==> config.mk <==
export PLATFORM = sky130hd
export DESIGN_NAME = ild_top
export DESIGN_NICKNAME = d
export VERILOG_FILES = /design/src/rtl/ild_top.v /design/src/rtl/ild_sync3.v /design/src/rtl/ild_holdoff.v
export VERILOG_INCLUDE_DIRS = /design/src /design/src/rtl
export SDC_FILE = /design/constraint.sdc
export NUM_CORES = 1
export LEC_CHECK = 0
export BUFFER_PORTS_ARGS = -buffer_cell sky130_fd_sc_hd__buf_2
export CORE_MARGIN = 2
export CORE_UTILIZATION = 65
export DETAILED_ROUTE_END_ITERATION = 12
export HOLD_SLACK_MARGIN = 0.03
export PLACE_DENSITY_LB_ADDON = 0.08
export SETUP_SLACK_MARGIN = 0.05
export SLEW_MARGIN = 10
export SYNTH_ARGS = -nofsm -noshare
export SYNTH_HDL_FRONTEND = slang
export SYNTH_SLANG_ARGS = --single-unit
==> constraint.sdc <==
create_clock -name clk -period 4.6 [get_ports clk]
set_input_delay 0.46 -clock clk [delete_from_list [all_inputs] [get_ports clk]]
set_output_delay 0.46 -clock clk [all_outputs]
set_load 0.01 [all_outputs]
==> src/rtl/ild_consts.vh <==
`ifndef ILD_CONSTS_VH
`define ILD_CONSTS_VH

// external microport addresses
`define ILD_EXT_DR0 3'h0
`define ILD_EXT_DR1 3'h1
`define ILD_EXT_DR2 3'h2
`define ILD_EXT_SLEEP 3'h3
`define ILD_EXT_CHAN 3'h6
`define ILD_EXT_ACR 3'h7

// sleep register field: alternate map select
`define ILD_SLEEP_ALT_BIT 5
`define ILD_SLEEP_RESET 8'h00

// detector map locations (channel address)
`define ILD_LOC_A_LOW 3'h0
`define ILD_LOC_A_HIGH 3'h1
`define ILD_LOC_A_DWELL 3'h2
`define ILD_LOC_A_CFG 3'h3
`define ILD_LOC_B_LOW 3'h4
`define ILD_LOC_B_HIGH 3'h5
`define ILD_LOC_B_DWELL 3'h6
`define ILD_LOC_B_CFG 3'h7

// indicator config fields
`define ILD_CFG_POL_BIT 4
`define ILD_CFG_ILV_BIT 3
`define ILD_CFG_HOLD_MSB 2
`define ILD_CFG_HOLD_LSB 0

// reset values of the detector registers
`define ILD_THR_RESET 10'h000
`define ILD_DWELL_RESET 20'h00000
`define ILD_CFG_RESET 5'h00

// sample bits compared against the thresholds
`define ILD_MANT_MSB 13
`define ILD_MANT_LSB 4

// internal access time of the microport, in clk cycles
`define ILD_ACCESS_CYCLES 3'h2

`endif

==> src/rtl/ild_top.v <==
`timescale 1ns/1ns
`default_nettype none
`include "ild_consts.vh"
module ild_top #(
   parameter SAMPLE_W = 14,
   parameter HOLD_DEPTH = 7
) (
   // clock and reset
   input wire clk,
   input wire sys_rst,
   // converter sample buses and input enables
   input wire [SAMPLE_W-1:0] port_a_sample_bus,
   input wire [SAMPLE_W-1:0] port_b_sample_bus,
   input wire port_a_input_enable,
   input wire port_b_input_enable,
   // microport pins
   input wire up_mode,
   input wire up_cs_n,
   input wire up_rd_n,
   input wire up_wr_n,
   input wire [2:0] up_addr,
   input wire [7:0] up_data_in,
   output reg [7:0] up_data_out,
   output reg up_data_oe_n,
   output reg up_rdy,
   // level indicator pins
   output reg port_a_level_out_primary,
   output reg port_a_level_out_secondary,
   output reg port_b_level_out_primary,
   output reg port_b_level_out_secondary
);
   localparam [2:0] UP_IDLE = 3'b001;
   localparam [2:0] UP_BUSY = 3'b010;
   localparam [2:0] UP_DONE = 3'b100;

   localparam [2:0] DET_IDLE = 3'b001;
   localparam [2:0] DET_HELD = 3'b010;
   localparam [2:0] DET_DWELL = 3'b100;

   // external registers
   reg [7:0] data_reg1;
   reg [3:0] data_reg2;
   reg [7:0] sleep_register;
   reg [7:0] channel_address_register;
   reg [7:0] access_control_register;

   // detector map
   reg [9:0] port_a_low_threshold;
   reg [9:0] port_a_high_threshold;
   reg [19:0] port_a_dwell_count;
   reg [4:0] port_a_indicator_config;
   reg [9:0] port_b_low_threshold;
   reg [9:0] port_b_high_threshold;
   reg [19:0] port_b_dwell_count;
   reg [4:0] port_b_indicator_config;

   // microport sequencer
   reg [2:0] up_state;
   reg [2:0] up_timer;
   reg up_is_read;
   reg up_prev_strobe;

   wire [14:0] up_pins_raw;
   wire [14:0] up_pins;
   wire mode_s;
   wire cs_n_s;
   wire rd_n_s;
   wire wr_n_s;
   wire [2:0] addr_s;
   wire [7:0] din_s;
   wire strobe;
   wire read_req;
   wire start;

   // detector per-port signals, index 0 is port A
   wire [1:0] det_held;
   wire [1:0] det_late;
   wire [1:0] ilv;
   wire [1:0] pol;
   wire [1:0] ien;
   wire [1:0] next_prim;
   wire [1:0] next_sec;

   // strobes idle high, so the synchroniser starts high on those bits
   assign up_pins_raw = {up_mode, up_cs_n, up_rd_n, up_wr_n, up_addr, up_data_in};

   ild_sync3 #(
      .WIDTH(15),
      .INIT(15'h3800)
   ) u_up_sync (
      .clk(clk),
      .sys_rst(sys_rst),
      .async_in(up_pins_raw),
      .sync_out(up_pins)
   );

   assign mode_s = up_pins[14];
   assign cs_n_s = up_pins[13];
   assign rd_n_s = up_pins[12];
   assign wr_n_s = up_pins[11];
   assign addr_s = up_pins[10:8];
   assign din_s = up_pins[7:0];

   // mode 0: separate read and write strobes; mode 1: data strobe plus rw
   assign strobe = ~cs_n_s & (mode_s ? ~rd_n_s : (~rd_n_s | ~wr_n_s));
   assign read_req = mode_s ? wr_n_s : ~rd_n_s;
   assign start = strobe & ~up_prev_strobe & up_state[0];

   // detector location hit: alt map on, channel address inside it and access control bits 1:0 clear
   function map_hit;
      input [7:0] sleep_v;
      input [7:0] chan_v;
      input [7:0] acr_v;
      begin
         map_hit = sleep_v[`ILD_SLEEP_ALT_BIT] & (chan_v[7:3] == 5'h00) & (acr_v[1:0] == 2'h0);
      end
   endfunction

   function [19:0] map_read;
      input [2:0] loc;
      begin
         map_read = 20'h00000;
         if (loc == `ILD_LOC_A_LOW)
            map_read = {10'h000, port_a_low_threshold};
         else if (loc == `ILD_LOC_A_HIGH)
            map_read = {10'h000, port_a_high_threshold};
         else if (loc == `ILD_LOC_A_DWELL)
            map_read = port_a_dwell_count;
         else if (loc == `ILD_LOC_A_CFG)
            map_read = {15'h0000, port_a_indicator_config};
         else if (loc == `ILD_LOC_B_LOW)
            map_read = {10'h000, port_b_low_threshold};
         else if (loc == `ILD_LOC_B_HIGH)
            map_read = {10'h000, port_b_high_threshold};
         else if (loc == `ILD_LOC_B_DWELL)
            map_read = port_b_dwell_count;
         else
            map_read = {15'h0000, port_b_indicator_config};
      end
   endfunction

   // microport sequencer and register file
   always @(posedge clk)
   begin
      if (sys_rst)
      begin
         up_state <= UP_IDLE;
         up_timer <= 3'h0;
         up_is_read <= 1'b0;
         up_prev_strobe <= 1'b0;
         up_data_out <= 8'h00;
         up_data_oe_n <= 1'b1;
         up_rdy <= 1'b1;
         data_reg1 <= 8'h00;
         data_reg2 <= 4'h0;
         sleep_register <= `ILD_SLEEP_RESET;
         channel_address_register <= 8'h00;
         access_control_register <= 8'h00;
         port_a_low_threshold <= `ILD_THR_RESET;
         port_a_high_threshold <= `ILD_THR_RESET;
         port_a_dwell_count <= `ILD_DWELL_RESET;
         port_a_indicator_config <= `ILD_CFG_RESET;
         port_b_low_threshold <= `ILD_THR_RESET;
         port_b_high_threshold <= `ILD_THR_RESET;
         port_b_dwell_count <= `ILD_DWELL_RESET;
         port_b_indicator_config <= `ILD_CFG_RESET;
      end
      else
      begin
         up_prev_strobe <= strobe;
         case (up_state)
            UP_IDLE:
            begin
               up_rdy <= 1'b1;
               up_data_oe_n <= 1'b1;
               if (start)
               begin
                  up_state <= UP_BUSY;
                  up_timer <= `ILD_ACCESS_CYCLES;
                  up_is_read <= read_req;
                  // mode 0 ready drops at the start of the access
                  if (!mode_s)
                     up_rdy <= 1'b0;
                  if (read_req)
                  begin
                     up_data_oe_n <= 1'b0;
                     if (addr_s == `ILD_EXT_DR0)
                     begin
                        if (map_hit(sleep_register, channel_address_register,
                              access_control_register))
                        begin
                           {data_reg2, data_reg1, up_data_out} <=
                              map_read(channel_address_register[2:0]);
                        end
                        else
                        begin
                           // the normal map lives elsewhere and reads as zero here
                           up_data_out <= 8'h00;
                           data_reg1 <= 8'h00;
                           data_reg2 <= 4'h0;
                        end
                     end
                     else if (addr_s == `ILD_EXT_DR1)
                        up_data_out <= data_reg1;
                     else if (addr_s == `ILD_EXT_DR2)
                        up_data_out <= {4'h0, data_reg2};
                     else if (addr_s == `ILD_EXT_SLEEP)
                        up_data_out <= sleep_register;
                     else if (addr_s == `ILD_EXT_CHAN)
                        up_data_out <= channel_address_register;
                     else if (addr_s == `ILD_EXT_ACR)
                        up_data_out <= access_control_register;
                     else
                        up_data_out <= 8'h00;
                  end
                  else
                  begin
                     if (addr_s == `ILD_EXT_DR0)
                     begin
                        if (map_hit(sleep_register, channel_address_register,
                              access_control_register))
                        begin
                           if (channel_address_register[2:0] == `ILD_LOC_A_LOW)
                              port_a_low_threshold <= {data_reg1[1:0], din_s};
                           else if (channel_address_register[2:0] == `ILD_LOC_A_HIGH)
                              port_a_high_threshold <= {data_reg1[1:0], din_s};
                           else if (channel_address_register[2:0] == `ILD_LOC_A_DWELL)
                              port_a_dwell_count <= {data_reg2, data_reg1, din_s};
                           else if (channel_address_register[2:0] == `ILD_LOC_A_CFG)
                              port_a_indicator_config <= din_s[4:0];
                           else if (channel_address_register[2:0] == `ILD_LOC_B_LOW)
                              port_b_low_threshold <= {data_reg1[1:0], din_s};
                           else if (channel_address_register[2:0] == `ILD_LOC_B_HIGH)
                              port_b_high_threshold <= {data_reg1[1:0], din_s};
                           else if (channel_address_register[2:0] == `ILD_LOC_B_DWELL)
                              port_b_dwell_count <= {data_reg2, data_reg1, din_s};
                           else
                              port_b_indicator_config <= din_s[4:0];
                        end
                     end
                     else if (addr_s == `ILD_EXT_DR1)
                        data_reg1 <= din_s;
                     else if (addr_s == `ILD_EXT_DR2)
                        data_reg2 <= din_s[3:0];
                     else if (addr_s == `ILD_EXT_SLEEP)
                        sleep_register <= din_s;
                     else if (addr_s == `ILD_EXT_CHAN)
                        channel_address_register <= din_s;
                     else if (addr_s == `ILD_EXT_ACR)
                        access_control_register <= din_s;
                  end
               end
            end
            UP_BUSY:
            begin
               if (up_timer == 3'h1)
               begin
                  up_state <= UP_DONE;
                  // mode 0 releases ready, mode 1 acknowledges now
                  up_rdy <= mode_s ? 1'b0 : 1'b1;
               end
               else
                  up_timer <= up_timer - 3'h1;
            end
            UP_DONE:
            begin
               if (!strobe)
               begin
                  up_state <= UP_IDLE;
                  up_rdy <= 1'b1;
                  up_data_oe_n <= 1'b1;
               end
            end
            default:
            begin
               up_state <= UP_IDLE;
            end
         endcase
      end
   end

   assign ilv[0] = port_a_indicator_config[`ILD_CFG_ILV_BIT];
   assign ilv[1] = port_b_indicator_config[`ILD_CFG_ILV_BIT];
   assign pol[0] = port_a_indicator_config[`ILD_CFG_POL_BIT];
   assign pol[1] = port_b_indicator_config[`ILD_CFG_POL_BIT];
   assign ien[0] = port_a_input_enable;
   assign ien[1] = port_b_input_enable;

   // one detector per input port
   genvar g;
   generate
      for (g = 0; g < 2; g = g + 1)
      begin : g_det
         wire [SAMPLE_W-1:0] sample;
         wire [9:0] low_thr;
         wire [9:0] high_thr;
         wire [19:0] dwell;
         wire [2:0] hold_sel;
         wire [9:0] mant;
         wire low_met;
         wire high_met;
         reg [2:0] state;
         reg [19:0] count;

         // port B uses its own register set
         assign sample = (g == 0) ? port_a_sample_bus : port_b_sample_bus;
         assign low_thr = (g == 0) ? port_a_low_threshold : port_b_low_threshold;
         assign high_thr = (g == 0) ? port_a_high_threshold : port_b_high_threshold;
         assign dwell = (g == 0) ? port_a_dwell_count : port_b_dwell_count;
         assign hold_sel = (g == 0) ?
            port_a_indicator_config[`ILD_CFG_HOLD_MSB:`ILD_CFG_HOLD_LSB] :
            port_b_indicator_config[`ILD_CFG_HOLD_MSB:`ILD_CFG_HOLD_LSB];
         assign mant = sample[`ILD_MANT_MSB:`ILD_MANT_LSB];
         assign low_met = (mant <= low_thr);
         assign high_met = (mant >= high_thr);

         always @(posedge clk)
         begin
            if (sys_rst)
            begin
               state <= DET_IDLE;
               count <= 20'h00000;
            end
            else if (dwell == 20'h00000)
            begin
               state <= DET_IDLE;
               count <= 20'h00000;
            end
            else
            begin
               case (state)
                  DET_IDLE:
                  begin
                     if (high_met)
                        state <= DET_HELD;
                  end
                  DET_HELD:
                  begin
                     if (low_met)
                     begin
                        state <= DET_DWELL;
                        count <= dwell;
                     end
                  end
                  DET_DWELL:
                  begin
                     if (!low_met)
                     begin
                        state <= DET_HELD;
                        count <= dwell;
                     end
                     else if (count == 20'h00001)
                     begin
                        state <= DET_IDLE;
                        count <= 20'h00000;
                     end
                     else
                        count <= count - 20'h00001;
                  end
                  default:
                  begin
                     state <= DET_IDLE;
                  end
               endcase
            end
         end

         assign det_held[g] = ~state[0];

         ild_holdoff #(
            .DEPTH(HOLD_DEPTH),
            .SEL_W(3)
         ) u_hold (
            .clk(clk),
            .sys_rst(sys_rst),
            .det_in(det_held[g]),
            .delay_sel(hold_sel),
            .det_out(det_late[g])
         );

         assign next_prim[g] = ilv[g] ? (det_late[g] & ~ien[g]) : det_late[g];
         assign next_sec[g] = ilv[g] ? (det_late[g] & ien[g]) : ~det_late[g];
      end
   endgenerate

   // indicator pins, registered with polarity applied
   always @(posedge clk)
   begin
      if (sys_rst)
      begin
         port_a_level_out_primary <= pol[0];
         port_a_level_out_secondary <= pol[0];
         port_b_level_out_primary <= pol[1];
         port_b_level_out_secondary <= pol[1];
      end
      else
      begin
         port_a_level_out_primary <= next_prim[0] ^ pol[0];
         port_a_level_out_secondary <= next_sec[0] ^ pol[0];
         port_b_level_out_primary <= next_prim[1] ^ pol[1];
         port_b_level_out_secondary <= next_sec[1] ^ pol[1];
      end
   end
endmodule // ild_top
`default_nettype wire

==> src/rtl/ild_sync3.v <==
`timescale 1ns/1ns
`default_nettype none
module ild_sync3 #(
   parameter WIDTH = 1,
   parameter [WIDTH-1:0] INIT = {WIDTH{1'b0}}
) (
   // clock and reset
   input wire clk,
   input wire sys_rst,
   // asynchronous input and its clean copy
   input wire [WIDTH-1:0] async_in,
   output reg [WIDTH-1:0] sync_out
);
   reg [WIDTH-1:0] stage1;
   reg [WIDTH-1:0] stage2;
   reg [WIDTH-1:0] stage3;

   always @(posedge clk)
   begin
      if (sys_rst)
      begin
         stage1 <= INIT;
         stage2 <= INIT;
         stage3 <= INIT;
         sync_out <= INIT;
      end
      else
      begin
         stage1 <= async_in;
         stage2 <= stage1;
         stage3 <= stage2;
         // only a value seen on two stages in a row is passed on
         if (stage2 == stage3)
            sync_out <= stage3;
      end
   end
endmodule // ild_sync3
`default_nettype wire

==> src/rtl/ild_holdoff.v <==
`timescale 1ns/1ns
`default_nettype none
module ild_holdoff #(
   parameter DEPTH = 7,
   parameter SEL_W = 3
) (
   // clock and reset
   input wire clk,
   input wire sys_rst,
   // detection in, delayed detection out
   input wire det_in,
   input wire [SEL_W-1:0] delay_sel,
   output wire det_out
);
   reg [DEPTH-1:0] line;
   wire [DEPTH:0] taps;

   always @(posedge clk)
   begin
      if (sys_rst)
         line <= {DEPTH{1'b0}};
      else
         line <= {line[DEPTH-2:0], det_in};
   end

   // tap 0 is the undelayed detection
   assign taps = {line, det_in};
   assign det_out = taps[delay_sel];
endmodule // ild_holdoff
`default_nettype wire

=== After elaboration in Yosys (flattened, before gate mapping) ===
Index checks and enable logic that the tools add are counted.

* Mux-type cells: 72
* Eq/ne operators: 37
* $add $sub $neg: 3
* Reductions and logical operators: 37
* Order comparisons: 6
* Bitwise logic cells: 37

{| class="wikitable"
|+ Operators with widths
! kind !! count
|-
| $mux W20 || 13
|-
| $mux W8 || 12
|-
| $pmux W20 S2 || 2
|-
| $eq A20 B1 Y1 const B || 2
|-
| $logic_not A20 Y1 || 2
|-
| $sub A20 B1 Y20 const B || 2
|-
| $mux W3 || 12
|-
| $pmux W3 S3 || 3
|-
| $eq A3 B3 Y1 const B || 8
|-
| $mux W4 || 6
|-
| $reduce_and A12 Y1 || 2
|-
| $not A1 Y1 || 23
|-
| $eq A3 B2 Y1 const B || 7
|-
| $ge A10 B10 Y1 || 2
|-
| $le A10 B10 Y1 || 2
|-
| $ne A2 B2 Y1 const B || 10
|-
| $mux W1 || 19
|-
| $eq A3 B1 Y1 const B || 6
|-
| $reduce_and A3 Y1 || 6
|-
| $reduce_and A9 Y1 || 2
|-
| $reduce_and A8 Y1 || 2
|-
| $eq A15 B15 Y1 || 1
|-
| $reduce_and A7 Y1 || 2
|-
| $reduce_and A6 Y1 || 2
|-
| other kinds (21) || 44
|}

* Register bits: 267
* Output and inout port bits: 14
* Logic and storage cells: 225
* Input port bits: 47

=== Longest topological paths before layout ===
Gate-level depths: netlist of the first run.

* Word-level depth: 11
* Depth in mapped cells: 10
* Depth with buffers taken out: 8

=== By module ===
From an unflattened synthesis of the first run, not the netlist that was laid out.

* Cells, all modules: 1536
* Area total of the unflattened synthesis: 13314.0 µm²

{| class="wikitable"
|+ Modules (own cells, without submodules)
! module !! cells each !! area each (µm²) !! sequential area each (µm²) !! instances
|-
| ild_top || 1323 || 10795.4 || 3863.7 || 1
|-
| ild_sync3 || 179 || 2023.2 || 1201.2 || 1
|-
| ild_holdoff || 17 || 247.7 || 140.1 || 2
|}

=== Worst setup path after synthesis of the first run ===
Ideal clock, no wire load.

* Path kind: register -> register
* From: register u_up_sync.sync_out[14]
* To: register access_control_register[7]
* Data arrival time: 2.582 ns
* Buffers on the path: 2
* Cell stages (with the launch flop): 9
* Library setup time: 0.128 ns
* Required time: 4.472 ns
* Period minus slack after synthesis: 2.710 ns
* Setup slack: 1.890 ns
* Path through: dfxtp_1 -> mux2i_1 -> clkbuf_1 -> ha_1 -> nand3_1 -> or4b_2 -> clkbuf_1 -> mux2i_1 -> nor2_1

* Longest elaborated chain between the ends: 5
* Elaborated cells between the ends (all ways): 7
* Classes of those cells: mux (2); bitwise (4); reduce/logical (1)

{| class="wikitable"
|+ RTL lines
! item !! line !! text
|-
| from (decl) || ild_sync3.v:12 || <nowiki>output reg [WIDTH-1:0] sync_out</nowiki>
|-
| from (signal assigned) || ild_sync3.v:34 || <nowiki>sync_out <= stage3;</nowiki>
|-
| $mux W1 || ild_top.v:105 || <nowiki>assign strobe = ~cs_n_s & (mode_s ? ~rd_n_s : (~rd_n_s | ~wr_n_s));</nowiki>
|-
| $and A1 B1 Y1 || ild_top.v:105 ||
|-
| $and A1 B1 Y1 (2 in a row) || ild_top.v:107 || <nowiki>assign start = strobe & ~up_prev_strobe & up_state[0];</nowiki>
|-
| $reduce_and A9 Y1 (no line) (*) || - ||
|-
| to (signal assigned) || ild_top.v:250 || <nowiki>access_control_register <= din_s;</nowiki>
|-
| to (decl) || ild_top.v:45 || <nowiki>reg [7:0] access_control_register;</nowiki>
|}

Every way passes the cells marked *; elsewhere a longest branch is shown, timed or not.
A chain may end at the register's enable or synchronous reset.

=== Worst setup path after layout of the first run ===
* From: register u_up_sync.sync_out[8]
* To: register port_a_low_threshold[0], in the netlist g_det[0].low_thr[0]

* Longest elaborated chain between the ends: 2

{| class="wikitable"
|+ RTL lines
! item !! line !! text
|-
| $logic_not A3 Y1 (no line) || - ||
|-
| $reduce_and A6 Y1 (no line) || - ||
|-
| to (signal assigned) || ild_top.v:159 || <nowiki>port_a_low_threshold <= `ILD_THR_RESET;</nowiki>
|-
| to (signal assigned) || ild_top.v:224 || <nowiki>port_a_low_threshold <= {data_reg1[1:0], din_s};</nowiki>
|-
| to (decl) || ild_top.v:48 || <nowiki>reg [9:0] port_a_low_threshold;</nowiki>
|}

No other way between the ends.

==> results of run 1 <==
## cells by family after synthesis
logic type | Yosys count | synth area share (%)
adders and majority gates | 50 | 4.78
muxes | 186 | 15.4
xor gates and xnor gates | 40 | 2.68
DFF | 267 | 40.9
buffers and inverters | 146 | 4.53
AOI/OAI and AO/OA | 221 | 11.5
and+or+nand+nor | 540 | 20.2
## placed cells by master (no fill, tap or decap), drive strengths merged, types with 34 or more instances in the layout
| master | count |
|---|---|
| a21oi | 47 |
| nor2 | 197 |
| mux2i | 169 |
| nand2 | 115 |
| inv | 59 |
| buf | 66 |
| clkbuf | 41 |
| o21ai | 40 |
| dfxtp | 267 |
| nor3 | 34 |
| ha | 50 |
| nor2b | 57 |
## final cells by class
| cell class | count | area (µm²) | share of cell area [%] |
|---|---|---|---|
| repair buffers | 66 | 384 | 2.69 |
| well taps | 265 | 332 | 2.32 |
| clock inverters | 6 | 70.1 | 0.490 |
| flip-flops and latches | 267 | 5350 | 37.4 |
| multi-input cells | 1037 | 7170 | 50.1 |
| inverters | 58 | 218 | 1.52 |
| clock buffers | 41 | 778 | 5.44 |
## how the worst min path moves through the flow
stage                                                from                               to  slack [ns]  depth (start not counted)
final                                             up_rd_n  u_up_sync.stage1[12]$_SDFF_PP1_        0.09                          2
after global routing                              up_cs_n  u_up_sync.stage1[13]$_SDFF_PP1_        0.08                          2
after CTS                                         up_wr_n  u_up_sync.stage1[11]$_SDFF_PP1_        0.07                          2
after detailed placement  u_up_sync.stage1[11]$_SDFF_PP1_  u_up_sync.stage2[11]$_SDFF_PP1_        0.41                          1
after global placement    u_up_sync.stage1[11]$_SDFF_PP1_  u_up_sync.stage2[11]$_SDFF_PP1_        0.39                          1
after floorplan           u_up_sync.stage1[11]$_SDFF_PP1_  u_up_sync.stage2[11]$_SDFF_PP1_        0.39                          1
## sequential cells by signal, indices dropped and copies added (netlist names), 4 cells and up
register	flops
g_det.count	40
g_det.dwell	40
up_data_out	8
u_up_sync.stage3	15
data_reg2	4
g_det.low_thr	20
u_up_sync.stage1	15
g_det.high_thr	20
port_b_indicator_config	5
u_up_sync.stage2	15
g_det.u_hold.line	14
u_up_sync.sync_out	15
channel_address_register	8
data_reg1	8
access_control_register	8
sleep_register	8
port_a_indicator_config	5
g_det.state	6
## per-layer routing
metal,wire [µm],part of all wire (%),GRT usage (%),vias to the layer above
met1,14100,45,39.6,5008
li1,-,-,-,5143
met3,1870,5.9,4.11,73
met5,0,0,0,-
met4,981,3.1,9.71,0
met2,14600,46,47.8,320
## per-stage QoR
step / utilization, % / area, µm² / worst slack [ns] / cells / hold WS (ns)
after global routing: 73.0 / 14300 / 1.14 / 1740 / 0.0764
after CTS: 73.0 / 14300 / 1.33 / 1740 / 0.0697
after floorplan: - / 13100 / 1.89 / 1450 / 0.389
final: 73.0 / 14300 / 1.27 / 1740 / 0.0857
after global placement: 68.6 / 13400 / 1.39 / 1693 / 0.391
after detailed placement: 68.6 / 13400 / 1.35 / 1693 / 0.405
## synth_stat cells, types with 6 or more instances
cell | number | share of area (%)
a311oi_1 | 11 | 0.74
nand2b_1 | 13 | 0.62
nand4_1 | 12 | 0.57
buf_1 | 9 | 0.26
o22ai_1 | 22 | 1.1
buf_2 | 9 | 0.34
mux2i_1 | 169 | 13
inv_1 | 58 | 1.7
nand3_1 | 25 | 0.96
or2_2 | 11 | 0.53
o211a_1 | 6 | 0.46
a31oi_1 | 9 | 0.43
ha_1 | 50 | 4.8
nand2_1 | 115 | 3.3
a211oi_1 | 15 | 0.86
a221oi_1 | 13 | 0.87
xor2_1 | 18 | 1.2
nor3b_1 | 9 | 0.52
or3_1 | 16 | 0.77
nor2b_1 | 57 | 2.7
xnor2_1 | 22 | 1.5
o211ai_1 | 18 | 1.0
a22oi_1 | 7 | 0.40
and3_1 | 6 | 0.29
mux4_2 | 12 | 2.1
clkbuf_1 | 63 | 1.8
a21o_1 | 6 | 0.34
o221ai_1 | 6 | 0.40
dfxtp_1 | 267 | 41
nor4_1 | 19 | 0.91
nor2_1 | 196 | 5.6
o21ai_0 | 39 | 1.5
a21oi_1 | 46 | 1.8
nor3_1 | 32 | 1.2
## report_power, final
group	switching, mW	internal (mW)	total [mW]
combinational	0.0878	0.0637	0.151
sequential	0.0119	2.33	2.34
clock	0.899	1.22	2.12
## worst max-delay path, stage by stage (launching register included)
cell     delay (ns)
dfxtp_1        0.59
or3_1          0.52
inv_1          0.09
nand3_1        0.15
or4b_4         0.61
nor3_2         0.88
mux2i_1        0.29
nor2_1         0.06
==> impl_metrics.env, run 1 <==
export IMPL_crit_required_ns=5.03
export IMPL_drcViolationCount=0
export IMPL_h_tree_depth=1
export IMPL_viasPerCell=6.06
export IMPL_finalWirelength_um=31600
export IMPL_ys_types=69
export IMPL_min_delay_path_class="input pin to register"
export IMPL_r2r_start="u_up_sync.sync_out[8]$_SDFFE_PP0N_"
export IMPL_pin_count=61
export IMPL_track_usage_pct=29.1
export IMPL_r2r_setup_slack_ns=1.27
export IMPL_drive_gt1_share_pct=10.6
export IMPL_post_cts_setup_buffers=0
export IMPL_die_w_um=146
export IMPL_worstSetupPathType="register to register"
export IMPL_area_growth_pct=9.26
export IMPL_synth_seq_cells=267
export IMPL_ys_async_sr_fraction_pct=0
export IMPL_fin_tns_setup_ns=0
export IMPL_vias=10500
export IMPL_grt_pass1_wl_um=51000
export IMPL_start_util_pct=66.8
export IMPL_syn_avg_cell_area_um2=9.02
export IMPL_yosysSeqAreaShare_pct=40.9
export IMPL_overflow=0
export IMPL_clk_latency_ns=0.56
export IMPL_rr_worst_depth=7
export IMPL_clockRootBuffer="clkbuf_16"
export IMPL_syn_cell_area_um2=13100
export IMPL_final_setup_skew_ns=0.0226
export IMPL_drv_cap=0
export IMPL_hold_buffers=0
export IMPL_synth_warnings=0
export IMPL_cts_buffers_inserted=27
export IMPL_cts_tree="built"
export IMPL_hold_viol_final=0
export IMPL_antennaDiodeCount=0
export IMPL_port_buffer_count=52
export IMPL_synth_edf_count=0
export IMPL_layout_min_cycle_time_ns=3.33
export IMPL_p_leak_nw=5.77
export IMPL_grt_max_degree=109
export IMPL_drtAntennaViolNets=0
export IMPL_gp_congestion=0.970
export IMPL_rr_endpoint="g_det[0].low_thr[0]$_SDFFE_PP0P_"
export IMPL_crit_fanout=20
export IMPL_drv_slew=0
export IMPL_critPathLaunchType="register"
export IMPL_core_um2=19600
export IMPL_worstMarginPinSlew_ns=1.13
export IMPL_relSlewSlack_pct=24.3
export IMPL_peakVddDrop_v=0.000368
export IMPL_status="finished clean"
export IMPL_ys_flop_type="dfxtp_1"
export IMPL_fill_cells=1523
export IMPL_setup_violations=0
export IMPL_finalPower_mw=4.61
export IMPL_crit_start="u_up_sync.sync_out[8]$_SDFFE_PP0N_"
export IMPL_drt_iter0_drc=809
export IMPL_critPathArrivalTime_ns=3.76
export IMPL_crit_end="g_det[0].low_thr[0]$_SDFFE_PP0P_"
export IMPL_pwr_density_cell_nw_per_um2=323
export IMPL_drt_pre_antenna_iters=5
export IMPL_path_clk_slew_ns=0.06
export IMPL_syn_nets=1547
export IMPL_fmax_mhz=300
export IMPL_grt_pass1_vias=9882
export IMPL_min_period_over_period_pct=72.5
export IMPL_cts_buffer_depth=3
export IMPL_crit_path_end_kind="register"
export IMPL_cts_sinks=267
export IMPL_num_nets_final=1554
export IMPL_die_area_um2=21300
export IMPL_syn_instance_count=1450
export IMPL_avgRoutedWirePerCell_um=18.1
export IMPL_grt_antenna_before_repair=0
export IMPL_num_rows=51
export IMPL_rsz0062_at_grt="false"
export IMPL_dp_hpwl_um=21400
export IMPL_cts_resized=0
export IMPL_fp_dieH_um=146
No activity file was read; power rests on OpenSTA's default activity.
==> inputs of run 2 (changes only) <==
--- a/config.mk
+++ b/config.mk
@@ -8,7 +8,7 @@
 export LEC_CHECK = 0
 export BUFFER_PORTS_ARGS = -buffer_cell sky130_fd_sc_hd__buf_2
 export CORE_MARGIN = 2
-export CORE_UTILIZATION = 65
+export CORE_UTILIZATION = 56
 export DETAILED_ROUTE_END_ITERATION = 12
 export HOLD_SLACK_MARGIN = 0.03
 export PLACE_DENSITY_LB_ADDON = 0.08
==> constraint.sdc (replaced) <==
create_clock -name clk -period 2.8 [get_ports clk]
set_input_delay 0.28 -clock clk [delete_from_list [all_inputs] [get_ports clk]]
set_output_delay 0.28 -clock clk [all_outputs]
set_load 0.01 [all_outputs]
==> impl_metrics.env, run 2 (same netlist as run 1, synthesis figures left out) <==
export IMPL_status="finished clean"
export IMPL_fp_dieH_um=157
export IMPL_drtAntennaViolNets=0
export IMPL_drv_slew=0
export IMPL_cts_sinks=267
export IMPL_clk_latency_ns=0.57
export IMPL_slowest_stage="or4b_4"
export IMPL_drt_iter0_drc=800
export IMPL_num_nets_final=1600
export IMPL_grt_antenna_before_repair=0
export IMPL_crit_required_ns=3.23
export IMPL_crit_chain="nand2b_1 -> or4b_4 -> or4b_4 -> or3_1 -> mux2i_1 -> nor2_1"
export IMPL_grt_pass1_vias=9994
export IMPL_power_frac_comb_pct=3.1
export IMPL_grt_use_met2_pct=43.5
export IMPL_layout_min_cycle_time_ns=2.64
export IMPL_cpLargestDelayFamily="simple AND/OR/NAND/NOR gates"
export IMPL_drt_pre_antenna_iters=5
export IMPL_fin_tns_setup_ns=0
export IMPL_placedCellCount=1769
export IMPL_finalNonFillerCells=1840
export IMPL_gp_congestion=0.933
export IMPL_post_cts_setup_buffers=0
export IMPL_fmax_mhz=379
export IMPL_min_delay_path_class="input pin to register"
export IMPL_viasPerCell=5.74
export IMPL_layout_commonest_cell="dfxtp_1"
export IMPL_min_period_over_period_pct=94.3
export IMPL_worstSetupPathType="register to register"
export IMPL_overflow=0
export IMPL_worstMarginPinSlew_ns=1.10
export IMPL_critPathLaunchType="register"
export IMPL_cp_num_buf_inv=0
export IMPL_grt_met1_usage_pct=37.9
export IMPL_h_tree_depth=1
export IMPL_drcViolationCount=0
export IMPL_drv_cap=0
export IMPL_cts_buffer_depth=3
export IMPL_die_area_um2=24600
export IMPL_busiest_layer="met2"
export IMPL_cts_tree="built"
export IMPL_gr_usage_met3_pct=3.43
export IMPL_cp_slowest_stage_delay_ns=0.61
export IMPL_final_setup_skew_ns=0.0131
export IMPL_start_util_pct=57.4
export IMPL_switchingPower_mw=1.78
export IMPL_cts_buffers_inserted=30
export IMPL_finalPower_mw=8.60
export IMPL_pwr_density_cell_nw_per_um2=570
export IMPL_peakVddDrop_v=0.000493
export IMPL_critPathArrivalTime_ns=3.07
export IMPL_track_usage_pct=27.0
export IMPL_grt_pass1_wl_um=53000
export IMPL_finalWirelength_um=32700
export IMPL_drive_gt1_share_pct=13.2
export IMPL_path_clk_slew_ns=0.06
export IMPL_crit_fanout=6
export IMPL_area_growth_pct=15.4
export IMPL_grt_max_degree=113
export IMPL_crit_path_end_kind="register"
export IMPL_clockRootBuffer="clkbuf_16"
export IMPL_antennaDiodeCount=0
export IMPL_p_leak_nw=6.13
export IMPL_rsz0062_at_grt="false"
export IMPL_pin_count=61
export IMPL_num_rows=55
export IMPL_crit_path_frequent_cell="or4b_4"
export IMPL_seqPwrFrac_pct=44.7
export IMPL_port_buffer_count=52
export IMPL_hold_viol_final=0
export IMPL_setup_violations=0
export IMPL_avgRoutedWirePerCell_um=17.8
export IMPL_p_int_mw=6.83
export IMPL_core_um2=22800
export IMPL_dp_hpwl_um=22400
export IMPL_relSlewSlack_pct=26.5
export IMPL_swShare_pct=20.7
export IMPL_p_clk_share_pct=52.1
export IMPL_final_cell_mix="dfxtp_1 (267), nor2_1 (196), mux2i_1 (169), nand2_1 (114), inv_1 (58)"
export IMPL_vias=10600
export IMPL_die_w_um=157
-- run 2: power by group through the flow --
stage                     clock network, mW  registers [mW]  logic, mW
after floorplan                           0            3.93      0.173
after global placement                    0            3.93      0.248
after detailed placement                  0            3.93      0.253
after CTS                              4.56            3.85      0.270
after global routing                   4.74            3.85      0.304
final                                  4.48            3.85      0.270
-- run 2: path summary, 6_finish.rpt --
check	endpoint	depth (start not counted)	start	slack, ns
worst max-delay path	port_b_indicator_config[3]$_SDFFE_PP0P_	6	up_state[0]$_SDFFE_PP1P_	0.16
worst min-delay path	g_det[1].dwell[4]$_SDFFE_PP0P_	2	sys_rst	0.14
worst max register to register	port_b_indicator_config[3]$_SDFFE_PP0P_	6	up_state[0]$_SDFFE_PP1P_	0.16
worst min register to register	u_up_sync.stage2[11]$_SDFF_PP1_	1	u_up_sync.stage1[11]$_SDFF_PP1_	0.41
-- run 2: layout make-up --
| cell class | count | area (µm²) |
|---|---|---|
| fillers | 1857 | 7680 |
| multi-input cells | 1037 | 7190 |
| repair buffers | 109 | 782 |
| inverters | 58 | 218 |
| clock inverters | 17 | 325 |
| flip-flops and latches | 267 | 5350 |
| clock buffers | 39 | 845 |
| well taps | 313 | 392 |
-- run 2: per-stage QoR --
stage	worst slack (ns)	cell area [µm²]	util, %	hold WS, ns
final	0.160	15100	66.3	0.143
after global routing	0.0504	15100	66.3	0.155
after CTS	0.166	15100	66.2	0.130
after detailed placement	0.180	13800	60.4	0.399
after global placement	0.234	13800	60.4	0.391
after floorplan	0.0903	13100	-	0.384
-- run 2: layer usage --
| metal | vias up | routed length [µm] |
|---|---|---|
| li1 | 5231 | - |
| met1 | 4976 | 14800 |
| met2 | 294 | 15100 |
| met3 | 55 | 1890 |
| met4 | 0 | 924 |
| met5 | - | 0 |
-- run 2: what timing repair did --
| item | in CTS | in global routing |
|---|---|---|
| setup endpoints to repair | 0 | 9 |
| hold buffers | 15 | 0 |
| resized for setup | 0 | 2 |
| hold endpoints to repair | 15 | 0 |
==> inputs of run 3 (changes only) <==
--- a/config.mk
+++ b/config.mk
@@ -7,6 +7,7 @@
 export NUM_CORES = 1
 export LEC_CHECK = 0
 export BUFFER_PORTS_ARGS = -buffer_cell sky130_fd_sc_hd__buf_2
+export CORE_ASPECT_RATIO = 1.4
 export CORE_MARGIN = 2
 export CORE_UTILIZATION = 56
 export DETAILED_ROUTE_END_ITERATION = 12
==> impl_metrics.env, run 3 (same netlist as run 1, synthesis figures left out) <==
export IMPL_setup_violations=0
export IMPL_gp_congestion=0.875
export IMPL_worstMarginPinSlew_ns=1.12
export IMPL_slowest_stage="or4b_4"
export IMPL_crit_required_ns=3.20
export IMPL_hold_path_end="g_det[1].dwell[12]$_SDFFE_PP0P_"
export IMPL_fin_tns_setup_ns=0
export IMPL_rsz0062_at_grt="false"
export IMPL_num_rows=66
export IMPL_cts_tree="built"
export IMPL_grt_max_degree=72
export IMPL_layout_min_cycle_time_ns=2.58
export IMPL_grt_pass1_wl_um=52500
export IMPL_crit_fanout=10
export IMPL_crit_chain="o21ai_1 -> or4b_4 -> or4b_4 -> nor3_2 -> buf_4 -> mux2i_1 -> nor2_1"
export IMPL_cts_buffer_depth=3
export IMPL_drt_iter0_drc=576
export IMPL_status="finished clean"
export IMPL_port_buffer_count=52
export IMPL_cts_buffers_inserted=27
export IMPL_drcViolationCount=0
export IMPL_drtAntennaViolNets=0
export IMPL_grt_pass1_vias=10100
export IMPL_rr_worst_depth=7
export IMPL_cts_sinks=267
export IMPL_h_tree_depth=1
export IMPL_path_clk_slew_ns=0.06
export IMPL_avgRoutedWirePerCell_um=17.9
export IMPL_finalNonFillerCells=1827
export IMPL_relSlewSlack_pct=25.2
export IMPL_critPathArrivalTime_ns=2.98
export IMPL_post_cts_setup_buffers=0
export IMPL_drv_slew=0
export IMPL_hold_path_startpoint="sys_rst"
export IMPL_r2r_start="u_up_sync.sync_out[14]$_SDFFE_PP0N_"
export IMPL_track_usage_pct=26.6
export IMPL_viasPerCell=5.76
export IMPL_hold_path_depth=2
export IMPL_final_cell_mix="dfxtp_1 (267), nor2_1 (196), mux2i_1 (169), nand2_1 (114), inv_1 (58)"
export IMPL_die_area_um2=24600
export IMPL_start_util_pct=56.6
export IMPL_core_um2=23100
export IMPL_vias=10500
export IMPL_overflow=0
export IMPL_die_w_um=133
export IMPL_finalWirelength_um=32600
export IMPL_drive_gt1_share_pct=12.6
export IMPL_drv_cap=0
export IMPL_pin_count=61
export IMPL_fp_dieH_um=185
export IMPL_worstSetupPathType="register to register"
export IMPL_final_setup_skew_ns=0.0129
export IMPL_cp_slowest_stage_delay_ns=0.61
export IMPL_peakVddDrop_v=0.000506
export IMPL_rr_endpoint="g_det[0].low_thr[6]$_SDFFE_PP0P_"
export IMPL_antennaDiodeCount=0
export IMPL_clockRootBuffer="clkbuf_16"
export IMPL_fmax_mhz=388
export IMPL_hold_viol_final=0
export IMPL_grt_antenna_before_repair=0
export IMPL_p_leak_nw=6.00
export IMPL_crit_path_end_kind="register"
export IMPL_drt_pre_antenna_iters=5
export IMPL_crit_path_frequent_cell="or4b_4"
export IMPL_critPathLaunchType="register"
export IMPL_placedCellCount=1765
export IMPL_dp_hpwl_um=23100
export IMPL_min_period_over_period_pct=92.1
export IMPL_clk_latency_ns=0.54
export IMPL_pwr_density_cell_nw_per_um2=521
export IMPL_min_delay_path_class="input pin to register"
export IMPL_r2r_setup_slack_ns=0.22
export IMPL_num_nets_final=1600
export IMPL_layout_commonest_cell="dfxtp_1"
export IMPL_area_growth_pct=13.2
[run 3: report_power, final]
group	leakage (nW)	internal, mW	switching, mW	total (mW)
Clock	0.417	2.10	1.50	3.59
Combinational	3.42	0.122	0.150	0.272
Sequential	2.16	3.83	0.0166	3.85
[run 3: repair_timing]
| action | in CTS | in global routing |
|---|---|---|
| hold endpoints to repair | 15 | 0 |
| setup endpoints to repair | 0 | 2 |
| hold buffers | 15 | 0 |
| gates resized for setup | 0 | 1 |
[run 3: worst max path at each step]
stage / endpoint / startpoint / cells past startpoint
final: g_det[0].low_thr[6]$_SDFFE_PP0P_ / u_up_sync.sync_out[14]$_SDFFE_PP0N_ / 7
after global routing: g_det[1].count[9]$_SDFFE_PP0P_ / g_det[1].count[14]$_SDFFE_PP0P_ / 6
after CTS: g_det[0].count[15]$_SDFFE_PP0P_ / g_det[0].low_thr[5]$_SDFFE_PP0P_ / 9
after detailed placement: g_det[0].count[15]$_SDFFE_PP0P_ / port_a_sample_bus[9] / 9
after global placement: g_det[0].count[2]$_SDFFE_PP0P_ / port_a_sample_bus[9] / 9
after floorplan: access_control_register[7]$_SDFFE_PP0P_ / u_up_sync.sync_out[14]$_SDFFE_PP0N_ / 8
[run 3: per-stage QoR]
step | hold slack, ns | util (%) | setup WS (ns) | area [µm²] | total power [mW]
finish | 0.114 | 64.0 | 0.223 | 14800 | 7.71
global route | 0.133 | 64.0 | 0.104 | 14800 | 7.96
CTS | 0.118 | 64.0 | 0.181 | 14800 | 7.78
detailed placement | 0.397 | 59.6 | 0.205 | 13800 | 4.19
global placement | 0.391 | 59.6 | 0.226 | 13800 | 4.18
floorplan | 0.384 | - | 0.0903 | 13100 | 4.10
[run 3: final cells by class]
type	instances	area, µm²
Clock buffer	35	726
Clock inverter	12	145
Fill cell	2012	8310
Inverter	58	218
Multi-Input combinational cell	1037	7180
Sequential cell	267	5350
Tap cell	306	383
Timing Repair Buffer	112	817
[run 3: per-layer routing]
metal / routed length (µm) / global-route usage (%) / vias up / part of all wire, %
li1: - / - / 5217 / -
met1: 13900 / 33.2 / 4997 / 42
met2: 16300 / 47.3 / 229 / 50
met3: 1230 / 3.15 / 75 / 3.8
met4: 1240 / 9.66 / 0 / 3.8
met5: 0 / 0 / - / 0
[run 3: critical path: cells and delay by family, from the launching register on]
family | cells | cell delay, ns
AO/OA/AOI/OAI | 1 | 0.17
AND/OR/NAND/NOR | 4 | 1.40
flip-flops | 1 | 0.36
multiplexers | 1 | 0.24
buffers and inverters | 1 | 0.26
